### src/common/evpd_pkg.sv
package evpd_pkg;

    // vector low bytes, added to the base page
    localparam logic [7:0]  EVPD_VEC_SPURIOUS_OFS = 8'h80;
    localparam logic [7:0]  EVPD_VEC_I_BASE_OFS   = 8'h82;
    localparam logic [7:0]  EVPD_VEC_I_TOP_OFS    = 8'hF2;
    localparam logic [7:0]  EVPD_VEC_X_OFS        = 8'hF4;
    localparam logic [7:0]  EVPD_VEC_SWI_OFS      = 8'hF6;
    localparam logic [7:0]  EVPD_VEC_TRAP_OFS     = 8'hF8;
    localparam logic [7:0]  EVPD_VEC_LOW_ZERO     = 8'h00;

    // fixed reset vectors
    localparam logic [15:0] EVPD_VEC_RST_POR      = 16'hFFFE;
    localparam logic [15:0] EVPD_VEC_RST_CLKMON   = 16'hFFFC;
    localparam logic [15:0] EVPD_VEC_RST_WDOG     = 16'hFFFA;

    // base page values
    localparam logic [7:0]  EVPD_VBR_RESET        = 8'hFF;
    localparam logic [7:0]  EVPD_VBR_DEBUG        = 8'hFF;

    // device-specific maskable sources below the top slot
    localparam int          EVPD_I_DEV_NUM        = 56;
    localparam int          EVPD_I_NUM            = 57;
    // die-to-die initiator present: selects x and top-slot sources
    localparam logic        EVPD_HAS_D2D          = 1'b1;

    // register byte offsets
    localparam logic [7:0]  EVPD_ADDR_VBR         = 8'h00;
    localparam logic [7:0]  EVPD_ADDR_STATUS      = 8'h04;
    localparam logic [7:0]  EVPD_ADDR_PEND_LO     = 8'h08;
    localparam logic [7:0]  EVPD_ADDR_PEND_HI     = 8'h0C;

    // status register field positions
    localparam int          EVPD_ST_VEC_LSB       = 0;
    localparam int          EVPD_ST_SEEN_BIT      = 16;
    localparam int          EVPD_ST_DEBUG_BIT     = 17;
    localparam int          EVPD_ST_IPEND_BIT     = 18;
    localparam int          EVPD_ST_WAKE_BIT      = 19;
    localparam int          EVPD_ST_SPUR_BIT      = 20;

    localparam logic [15:0] EVPD_VEC_RESET        = 16'h0000;
    localparam logic [31:0] EVPD_WORD_ZERO        = 32'h0000_0000;

    typedef struct packed {
        logic                      rst_por;
        logic                      rst_clkmon;
        logic                      rst_wdog;
        logic                      trap;
        logic                      software_interrupt_request;
        logic                      debug_req;
        logic                      nmi_pin;
        logic                      d2d_err;
        logic                      irq_pin;
        logic                      d2d_int;
        logic                      top_en;
        logic [EVPD_I_DEV_NUM-1:0] i_req;
        logic [EVPD_I_DEV_NUM-1:0] i_en;
    } evpd_req_type;

    typedef struct packed {
        logic ibit;
        logic xbit;
        logic debug_active;
        logic vec_req;
        logic wait_mode;
        logic stop_mode;
    } evpd_cpu_type;

endpackage : evpd_pkg

### src/logic/evpd_decoder.sv
// Design decisions made here: the address map and the AHB-Lite register port.
`timescale 1ns/10ps

// Summary of operation
// RULE1 - base is register byte over zero byte
// RULE2 - spurious vector at base plus 0x80
// RULE3 - maskable vectors from 0x82 to 0xF2
// RULE4 - x vector at 0xF4, source selectable
// RULE5 - software interrupt or debug at 0xF6
// RULE6 - opcode trap vector at base plus 0xF8
// RULE7 - reset vectors FFFE, FFFC, FFFA by cause
// RULE8 - base register resets to 0xFF
// RULE9 - reset vectors ignore programmed base
// RULE10 - debug active forces upper byte 0xFF
// RULE11 - highest vector address wins
// RULE12 - maskable needs enable, clear mask, no higher
// RULE13 - non-maskable outrank maskable, x preempts
// RULE14 - select vector only at cpu request
// RULE15 - nothing pending gives spurious vector
// RULE16 - sources hold request until service starts
// RULE17 - wake cpu with clock gated off
// RULE18 - top maskable slot at 0xF2, then descending
// RULE19 - base register readable, writable anytime
// RULE20 - set i mask blocks maskable wake
// RULE21 - x request wakes always, stop async only
// RULE22 - vector registered at strobe, held stable
module evpd_decoder (
    // clock and reset
    input  wire logic                mclk,
    input  wire logic                arst_n,
    // exception sources
    input  wire evpd_pkg::evpd_req_type req,
    // cpu side
    input  wire evpd_pkg::evpd_cpu_type cpu,
    output logic [15:0]              vector,
    output logic                     vector_ack,
    output logic                     wakeup,
    // ahb-lite slave
    input  wire logic                hsel,
    input  wire logic [31:0]         haddr,
    input  wire logic [1:0]          htrans,
    input  wire logic                hwrite,
    input  wire logic [2:0]          hsize,
    input  wire logic [31:0]         hwdata,
    input  wire logic                hready,
    output logic                     hreadyout,
    output logic                     hresp,
    output logic [31:0]              hrdata
);
    import evpd_pkg::*;

    typedef struct packed {
        logic [7:0]  vbr;
        logic [15:0] vec;
        logic        ack;
        logic        seen;
        logic        spur;
        logic        wr_pend;
        logic [7:0]  wr_addr;
        logic [31:0] rdata;
    } evpd_state_type;

    evpd_state_type               st_q;
    evpd_state_type               st_d;

    logic [EVPD_I_NUM-1:0]        i_pend;
    logic                         top_src;
    logic                         x_src;
    logic                         x_pend;
    logic                         nonmask_pend;
    logic                         i_allowed;
    logic [6:0]                   i_pick;
    logic [7:0]                   base_hi;
    logic [15:0]                  vec_sel;
    logic                         vec_spur;
    logic                         wake_i;
    logic                         wake_x;
    logic                         bus_take;
    logic [31:0]                  status_word;
    logic [63:0]                  pend_word;

    // highest set index plus found flag in bit 6
    function automatic logic [6:0] evpd_top_index(input logic [EVPD_I_NUM-1:0] v);
        logic [6:0] r;
        r = 7'h00;
        for (int k = 0; k < EVPD_I_NUM; k++) begin
            if (v[k]) begin
                r = {1'b1, 6'(k)};
            end
        end
        return r;
    endfunction : evpd_top_index

    // low byte of a maskable slot
    function automatic logic [7:0] evpd_i_low(input logic [5:0] idx);
        return 8'(EVPD_VEC_I_BASE_OFS + {1'b0, idx, 1'b0});
    endfunction : evpd_i_low

    // word offset match, upper address bits alias
    function automatic logic evpd_hit(input logic [7:0] a, input logic [7:0] ofs);
        return (a[7:2] == ofs[7:2]);
    endfunction : evpd_hit

    // any maskable source qualifies for wake in wait mode; stop mode uses the top slot only
    function automatic logic evpd_any(input logic [EVPD_I_NUM-1:0] v);
        return |v;
    endfunction : evpd_any

    // source selection by die-to-die presence
    // RULE4 - x source select
    assign x_src   = EVPD_HAS_D2D ? req.d2d_err : req.nmi_pin;
    // RULE18 - top slot source
    assign top_src = (EVPD_HAS_D2D ? req.d2d_int : req.irq_pin) & req.top_en;

    // peripheral-local enables gate each device source
    // RULE12 - local enable gating
    genvar g;
    generate
        for (g = 0; g < EVPD_I_DEV_NUM; g++) begin : g_slot
            // slot g owns low byte 0x82 + 2g; its enable lives in the peripheral
            assign i_pend[g] = req.i_req[g] & req.i_en[g];
        end
    endgenerate

    // top slot sits above every device slot, so it takes the highest index
    assign i_pend[EVPD_I_NUM-1] = top_src;

    // x counts as pending only with its mask clear
    // a masked x still wakes the core but never claims the vector
    // RULE13 - x preempts maskable
    assign x_pend = x_src & ~cpu.xbit;

    assign nonmask_pend = req.trap | req.software_interrupt_request | req.debug_req | x_pend;

    // RULE12 - mask bit and higher pending block
    assign i_allowed = ~cpu.ibit & ~nonmask_pend;

    // RULE11 - highest index wins
    // RULE18 - descending low byte order
    assign i_pick = evpd_top_index(i_pend);

    // RULE10 - debug overrides base
    // RULE1 - base page upper byte
    assign base_hi = cpu.debug_active ? EVPD_VBR_DEBUG : st_q.vbr;

    // priority chain evaluated live, latched only on request
    // limitation: a source that drops before the strobe yields the spurious slot
    always_comb begin
        vec_spur = 1'b0;
        // RULE7 - reset causes first
        // RULE9 - reset vectors fixed
        if (req.rst_por) begin
            vec_sel = EVPD_VEC_RST_POR;
        end else if (req.rst_clkmon) begin
            vec_sel = EVPD_VEC_RST_CLKMON;
        end else if (req.rst_wdog) begin
            vec_sel = EVPD_VEC_RST_WDOG;
        // RULE6 - trap vector
        end else if (req.trap) begin
            vec_sel = {base_hi, EVPD_VEC_TRAP_OFS};
        // RULE5 - software or debug vector
        end else if (req.software_interrupt_request | req.debug_req) begin
            vec_sel = {base_hi, EVPD_VEC_SWI_OFS};
        // RULE4 - x maskable vector
        end else if (x_pend) begin
            vec_sel = {base_hi, EVPD_VEC_X_OFS};
        // RULE3 - maskable vector range
        end else if (i_allowed && i_pick[6]) begin
            vec_sel = {base_hi, evpd_i_low(i_pick[5:0])};
        end else begin
            // RULE15 - spurious default
            // RULE2 - spurious offset
            vec_sel  = {base_hi, EVPD_VEC_SPURIOUS_OFS};
            vec_spur = 1'b1;
        end
    end

    // wake paths are combinational: the clock is off when they matter
    // RULE20 - mask blocks maskable wake
    // RULE17 - wake without clock
    always_comb begin
        if (cpu.ibit) begin
            wake_i = 1'b0;
        end else if (cpu.stop_mode) begin
            // only the top slot is asserted asynchronously
            wake_i = top_src;
        end else if (cpu.wait_mode) begin
            wake_i = evpd_any(i_pend);
        end else begin
            wake_i = 1'b0;
        end
    end

    // RULE21 - x wakes regardless of mask
    assign wake_x = x_src & (cpu.stop_mode | cpu.wait_mode);

    assign wakeup = wake_i | wake_x;

    // register read views
    always_comb begin
        status_word = EVPD_WORD_ZERO;
        status_word[EVPD_ST_VEC_LSB +: 16] = st_q.vec;
        status_word[EVPD_ST_SEEN_BIT]      = st_q.seen;
        status_word[EVPD_ST_DEBUG_BIT]     = cpu.debug_active;
        status_word[EVPD_ST_IPEND_BIT]     = evpd_any(i_pend);
        status_word[EVPD_ST_WAKE_BIT]      = wakeup;
        status_word[EVPD_ST_SPUR_BIT]      = st_q.spur;
    end

    assign pend_word = {{(64 - EVPD_I_NUM){1'b0}}, i_pend};

    assign bus_take = hsel & hready & htrans[1];

    always_comb begin
        st_d     = st_q;
        st_d.ack = 1'b0;

        // data phase of a pending write
        // RULE19 - base writable anytime
        if (st_q.wr_pend && evpd_hit(st_q.wr_addr, EVPD_ADDR_VBR)) begin
            st_d.vbr = hwdata[7:0];
        end

        // address phase
        st_d.wr_pend = bus_take & hwrite;
        st_d.wr_addr = haddr[7:0];
        st_d.rdata   = EVPD_WORD_ZERO;
        if (bus_take && !hwrite) begin
            // RULE19 - base readable anytime
            if (evpd_hit(haddr[7:0], EVPD_ADDR_VBR)) begin
                // forward a write that completes in this same cycle
                if (st_q.wr_pend && evpd_hit(st_q.wr_addr, EVPD_ADDR_VBR)) begin
                    st_d.rdata = {24'h00_0000, hwdata[7:0]};
                end else begin
                    st_d.rdata = {24'h00_0000, st_q.vbr};
                end
            end else if (evpd_hit(haddr[7:0], EVPD_ADDR_STATUS)) begin
                st_d.rdata = status_word;
            end else if (evpd_hit(haddr[7:0], EVPD_ADDR_PEND_LO)) begin
                st_d.rdata = pend_word[31:0];
            end else if (evpd_hit(haddr[7:0], EVPD_ADDR_PEND_HI)) begin
                st_d.rdata = pend_word[63:32];
            end else begin
                st_d.rdata = EVPD_WORD_ZERO;
            end
        end

        // vector sampled on the strobe only, so a later winner still counts
        // RULE14 - select at request
        // RULE22 - latch and hold
        if (cpu.vec_req) begin
            st_d.vec  = vec_sel;
            st_d.spur = vec_spur;
            st_d.ack  = 1'b1;
            st_d.seen = 1'b1;
        end
    end

    // RULE8 - base resets to top page
    always_ff @(posedge mclk or negedge arst_n) begin
        if (!arst_n) begin
            st_q.vbr     <= EVPD_VBR_RESET;
            st_q.vec     <= EVPD_VEC_RESET;
            st_q.ack     <= 1'b0;
            st_q.seen    <= 1'b0;
            st_q.spur    <= 1'b0;
            st_q.wr_pend <= 1'b0;
            st_q.wr_addr <= EVPD_ADDR_VBR;
            st_q.rdata   <= EVPD_WORD_ZERO;
        end else begin
            st_q <= st_d;
        end
    end

    assign vector     = st_q.vec;
    assign vector_ack = st_q.ack;
    assign hrdata     = st_q.rdata;
    // zero-wait slave, always okay
    assign hreadyout  = 1'b1;
    assign hresp      = 1'b0;

endmodule : evpd_decoder

### config.mk
export PLATFORM = sky130hd
export DESIGN_NAME = evpd_decoder
export DESIGN_NICKNAME = d
export VERILOG_FILES = /design/src/common/evpd_pkg.sv /design/src/logic/evpd_decoder.sv
export SDC_FILE = /design/constraint.sdc
export NUM_CORES = 1
export LEC_CHECK = 0
export BUFFER_PORTS_ARGS = -buffer_cell sky130_fd_sc_hd__buf_2
export CORE_ASPECT_RATIO = 1.1
export CORE_MARGIN = 3
export CORE_UTILIZATION = 45
export CTS_BUF_LIST = sky130_fd_sc_hd__clkbuf_8
export CTS_CLUSTER_DIAMETER = 30
export CTS_CLUSTER_SIZE = 40
export DETAILED_ROUTE_END_ITERATION = 8
export HOLD_SLACK_MARGIN = 0.06
export PLACE_DENSITY = 0.83
export REMOVE_ABC_BUFFERS = 1
export SLEW_MARGIN = 20
export SYNTH_ARGS = -nofsm -noshare
export SYNTH_HDL_FRONTEND = slang
export SYNTH_SLANG_ARGS = --single-unit
### constraint.sdc
create_clock -name mclk -period 2.1 [get_ports mclk]
set_input_delay 0.21 -clock mclk [delete_from_list [all_inputs] [get_ports mclk]]
set_output_delay 0.21 -clock mclk [all_outputs]
set_load 0.01 [all_outputs]
==> qor.yml <==
status:
  outcome: "complete, but fails checks"
  failed_checks: "setup timing"
detailed_routing:
  vias: 5249
  antenna_left: 0
  top_layer: "met5"
  first_pass_iters: 6
  finalWirelength_microns: 17600
  route.met3.wl_microns: 1530
  wl_per_cell_microns: 19.5
  via_per_inst: 5.81
  drc: 0
  wl_met2_microns: 8700
  wl_met1_microns: 6830
  drt_iter0_markers: 382
critical_path:
  regToRegStartpoint: "st_q[36]$_DFF_PN0_"
  rr_endpoint: "hrdata[4]$_DFF_PN0_"
  crit_fanout: 2
  ff2ff_setup_slack_ps: 230
  critPathSlowestCell: "a222oi_1"
  critPathLaunchType: "primary input"
  startpoint: "req[72]"
  end_kind: "flop"
  worstPathArrival_ps: 2520
  critPathRequiredTime_ps: 2350
  reg2reg_depth: 5
  crit_chain: "buf_6 -> a222oi_1 -> buf_4 -> o211ai_1 -> a21o_1 -> a211o_1 -> a311oi_2 -> ha_2 -> a21oi_2 -> o311ai_1 -> o21a_1"
  crit_type: "primary input to flop"
  cpPeakStageDelay_ps: 420
die:
  die_w_microns: 98.9
  rows: 36
  core_sq_um: 9050
  pin_count: 255
  die_height_microns: 108
  start_util_pct: 47.1
  die_area_sq_um: 10700
synthesis:
  synth_cells: 490
  yosys.area.top_type: "dfrtp_1"
  yosys_warnings: 0
  synth.distinct_cells: 64
  synthesis.area_sq_um: 4270
  synth_enable_flop_cells: 0
  ys_ff_latch: 65
  synth_ff_type: "dfrtp_1"
  ys_top_cells_by_count: "nand2_1 (61), dfrtp_1 (57), nor2_1 (54)"
  syn_area_per_cell_sq_um: 8.71
  yosysMostFrequentCell: "nand2_1"
  synthArstFlopShare_pct: 100
  yosysSeqAreaShare_pct: 38.3
  synth.top_cells.by_area: "dfrtp_1 (33%), buf_4 (8.8%), nand2_1 (5.4%), dfstp_2 (4.9%), nor2_1 (4.7%)"
  synth_top_area_share_pct: 33.4
sta:
  timing_max_transition_violations_final: 0
  clock-skew-final_ps: 10.2
  rsz0062_at_grt: "true"
  tightest_slew_ps: 577
  setup_viol: 4
  finalHoldViolations: 0
  maxSlewHeadroom_pct: 60.6
  fin_crit_ps: 2270
  period_share_pct: 108
  clock.fmax_ghz: 0.440
  fin_ws_ps: -174
  fin_setup_tns_ps: -402
clock_network:
  cts.sinks: 65
  tritoncts: "done"
  clock_path_buffers: 2
  cts_buffers: 9
  h-tree-depth: 3
  clock_latency_ps: 350
  cts_root_buf: "clkbuf_8"
  clkTransAtPathRegs_ps: 70
pwr:
  power_uw: 3380
  pwr_density_cell_nw_per_um2: 509
  p_leak_uw: 0.00325
  peakVddDrop_uv: 355
placement:
  gp_congestion: 0.978
  dp.cells: 871
  dpl.hpwl_microns: 13900
  numPortBuffers: 195
flow_run:
  cap_violations: 0
global_routing:
  first_global_vias: 5202
  antenna_found_initial: 1
  grt_max_degree: 66
  grt_pass1_wl_microns: 26600
  grt_usage_pct: 32.0
  grt.overflow.total: 0
layout:
  nFillCells: 707
  antenna_cells: 0
  fin_cells: 904
  fin_util_pct: 73.4
  layout-drive-gt1-share_pct: 53.4
  areaGrowthSynthToFinish_pct: 55.7
  layout.nets: 989
hold_path:
  hold_depth: 3
  hold_end: "hrdata[30]$_DFF_PN0_"
  hold_path.class: "primary input to flop"
  hp-start: "req[30]"
==> per-layer routing <==
metal  GRT usage (%)  vias up
li1                -     2384
met1            40.5     2502
met2            55.5      310
met3            6.13       51
met4            9.85        2
met5               0        -
==> cells in the final DEF (no fill, tap or decap), types with 6 or more instances in the layout <==
cell	synthesis	routed
a2111oi_0	10	7
a21oi_1	25	23
a22o_1	19	16
a31oi_1	25	24
buf_2	0	188
buf_4	50	139
buf_6	0	12
clkbuf_8	0	9
dfrtp_1	57	57
dfstp_2	8	8
dlygate4sd3_1	0	6
inv_1	8	8
mux2_2	8	8
nand2_1	61	60
nand3_1	13	13
nor2_1	54	54
o21ai_0	18	15
o22a_1	9	9
==> worst max-delay path, delay by kind of cell <==
kind,cells,cell delay (ps)
compound gates,8,1710
fa+ha+maj,1,330
buf+inv,2,270
==> cells by family (layout without fill, tap and decap cells) <==
family | count (synthesis) | after routing | share of synthesized area [%]
simple gates | 181 | 181 | 20.0
compound gates | 156 | 156 | 27.3
buf+inv | 74 | 373 | 10.9
flops | 65 | 65 | 38.3
mux | 9 | 9 | 2.64
other cells | 2 | 3 | 0.176
xor+xnor | 2 | 2 | 0.411
fa+ha+maj | 1 | 1 | 0.293
==> cell type report <==
type / count / area (sq um) / area share (%)
multi-input combinational: 352 / 2370 / 35.7
clock inverter: 7 / 77.6 / 1.17
clock buffer: 9 / 124 / 1.86
inverter: 8 / 30.0 / 0.452
tap: 114 / 143 / 2.15
sequential: 65 / 1640 / 24.6
timing repair buffer: 349 / 2260 / 34.0
==> through the flow <==
step,worst slack [ps],hold slack [ps],cell area (sq um)
global route,-206,89.9,6640
floorplan,-332,-85.6,3840
detailed placement,-733,251,6030
finish,-174,99.6,6640
CTS,-80.4,85.6,6470
global placement,-639,238,6030
==> report_power, final <==
part	internal [uW]	leakage, uW	switching [uW]
clock	558	0.000100	539
sequential	1280	0.000785	17.3
combinational	497	0.00236	487
total	2340	0.00325	1040
==> sequential cells by signal, indices dropped and copies added (netlist names) <==
signal	count
hrdata	32
st_q	17
vector	15
vector_ack	1
==> worst max-delay path by stage <==
stage	to	slack, ps	cells after the start
2_1_floorplan	vector[5]$_DFFE_PN0P_	-330	12
3_3_place_gp	vector[2]$_DFFE_PN0P_	-640	12
3_5_place_dp	vector[5]$_DFFE_PN0P_	-730	13
4_1_cts	vector[2]$_DFFE_PN0P_	-80	11
5_1_grt	vector[5]$_DFFE_PN0P_	-210	12
6_report	vector[2]$_DFFE_PN0P_	-170	11
==> repair_timing <==
| item | 4_1_cts | 5_1_grt |
|---|---|---|
| setup endpoints to repair | 7 | 22 |
| hold endpoints to repair | 63 | 0 |
| pin swaps | 20 | 15 |
| hold buffers | 6 | 0 |
| setup buffers | 5 | 6 |
| gates resized for setup | 32 | 24 |
No activity file was read; power rests on OpenSTA's default activity.
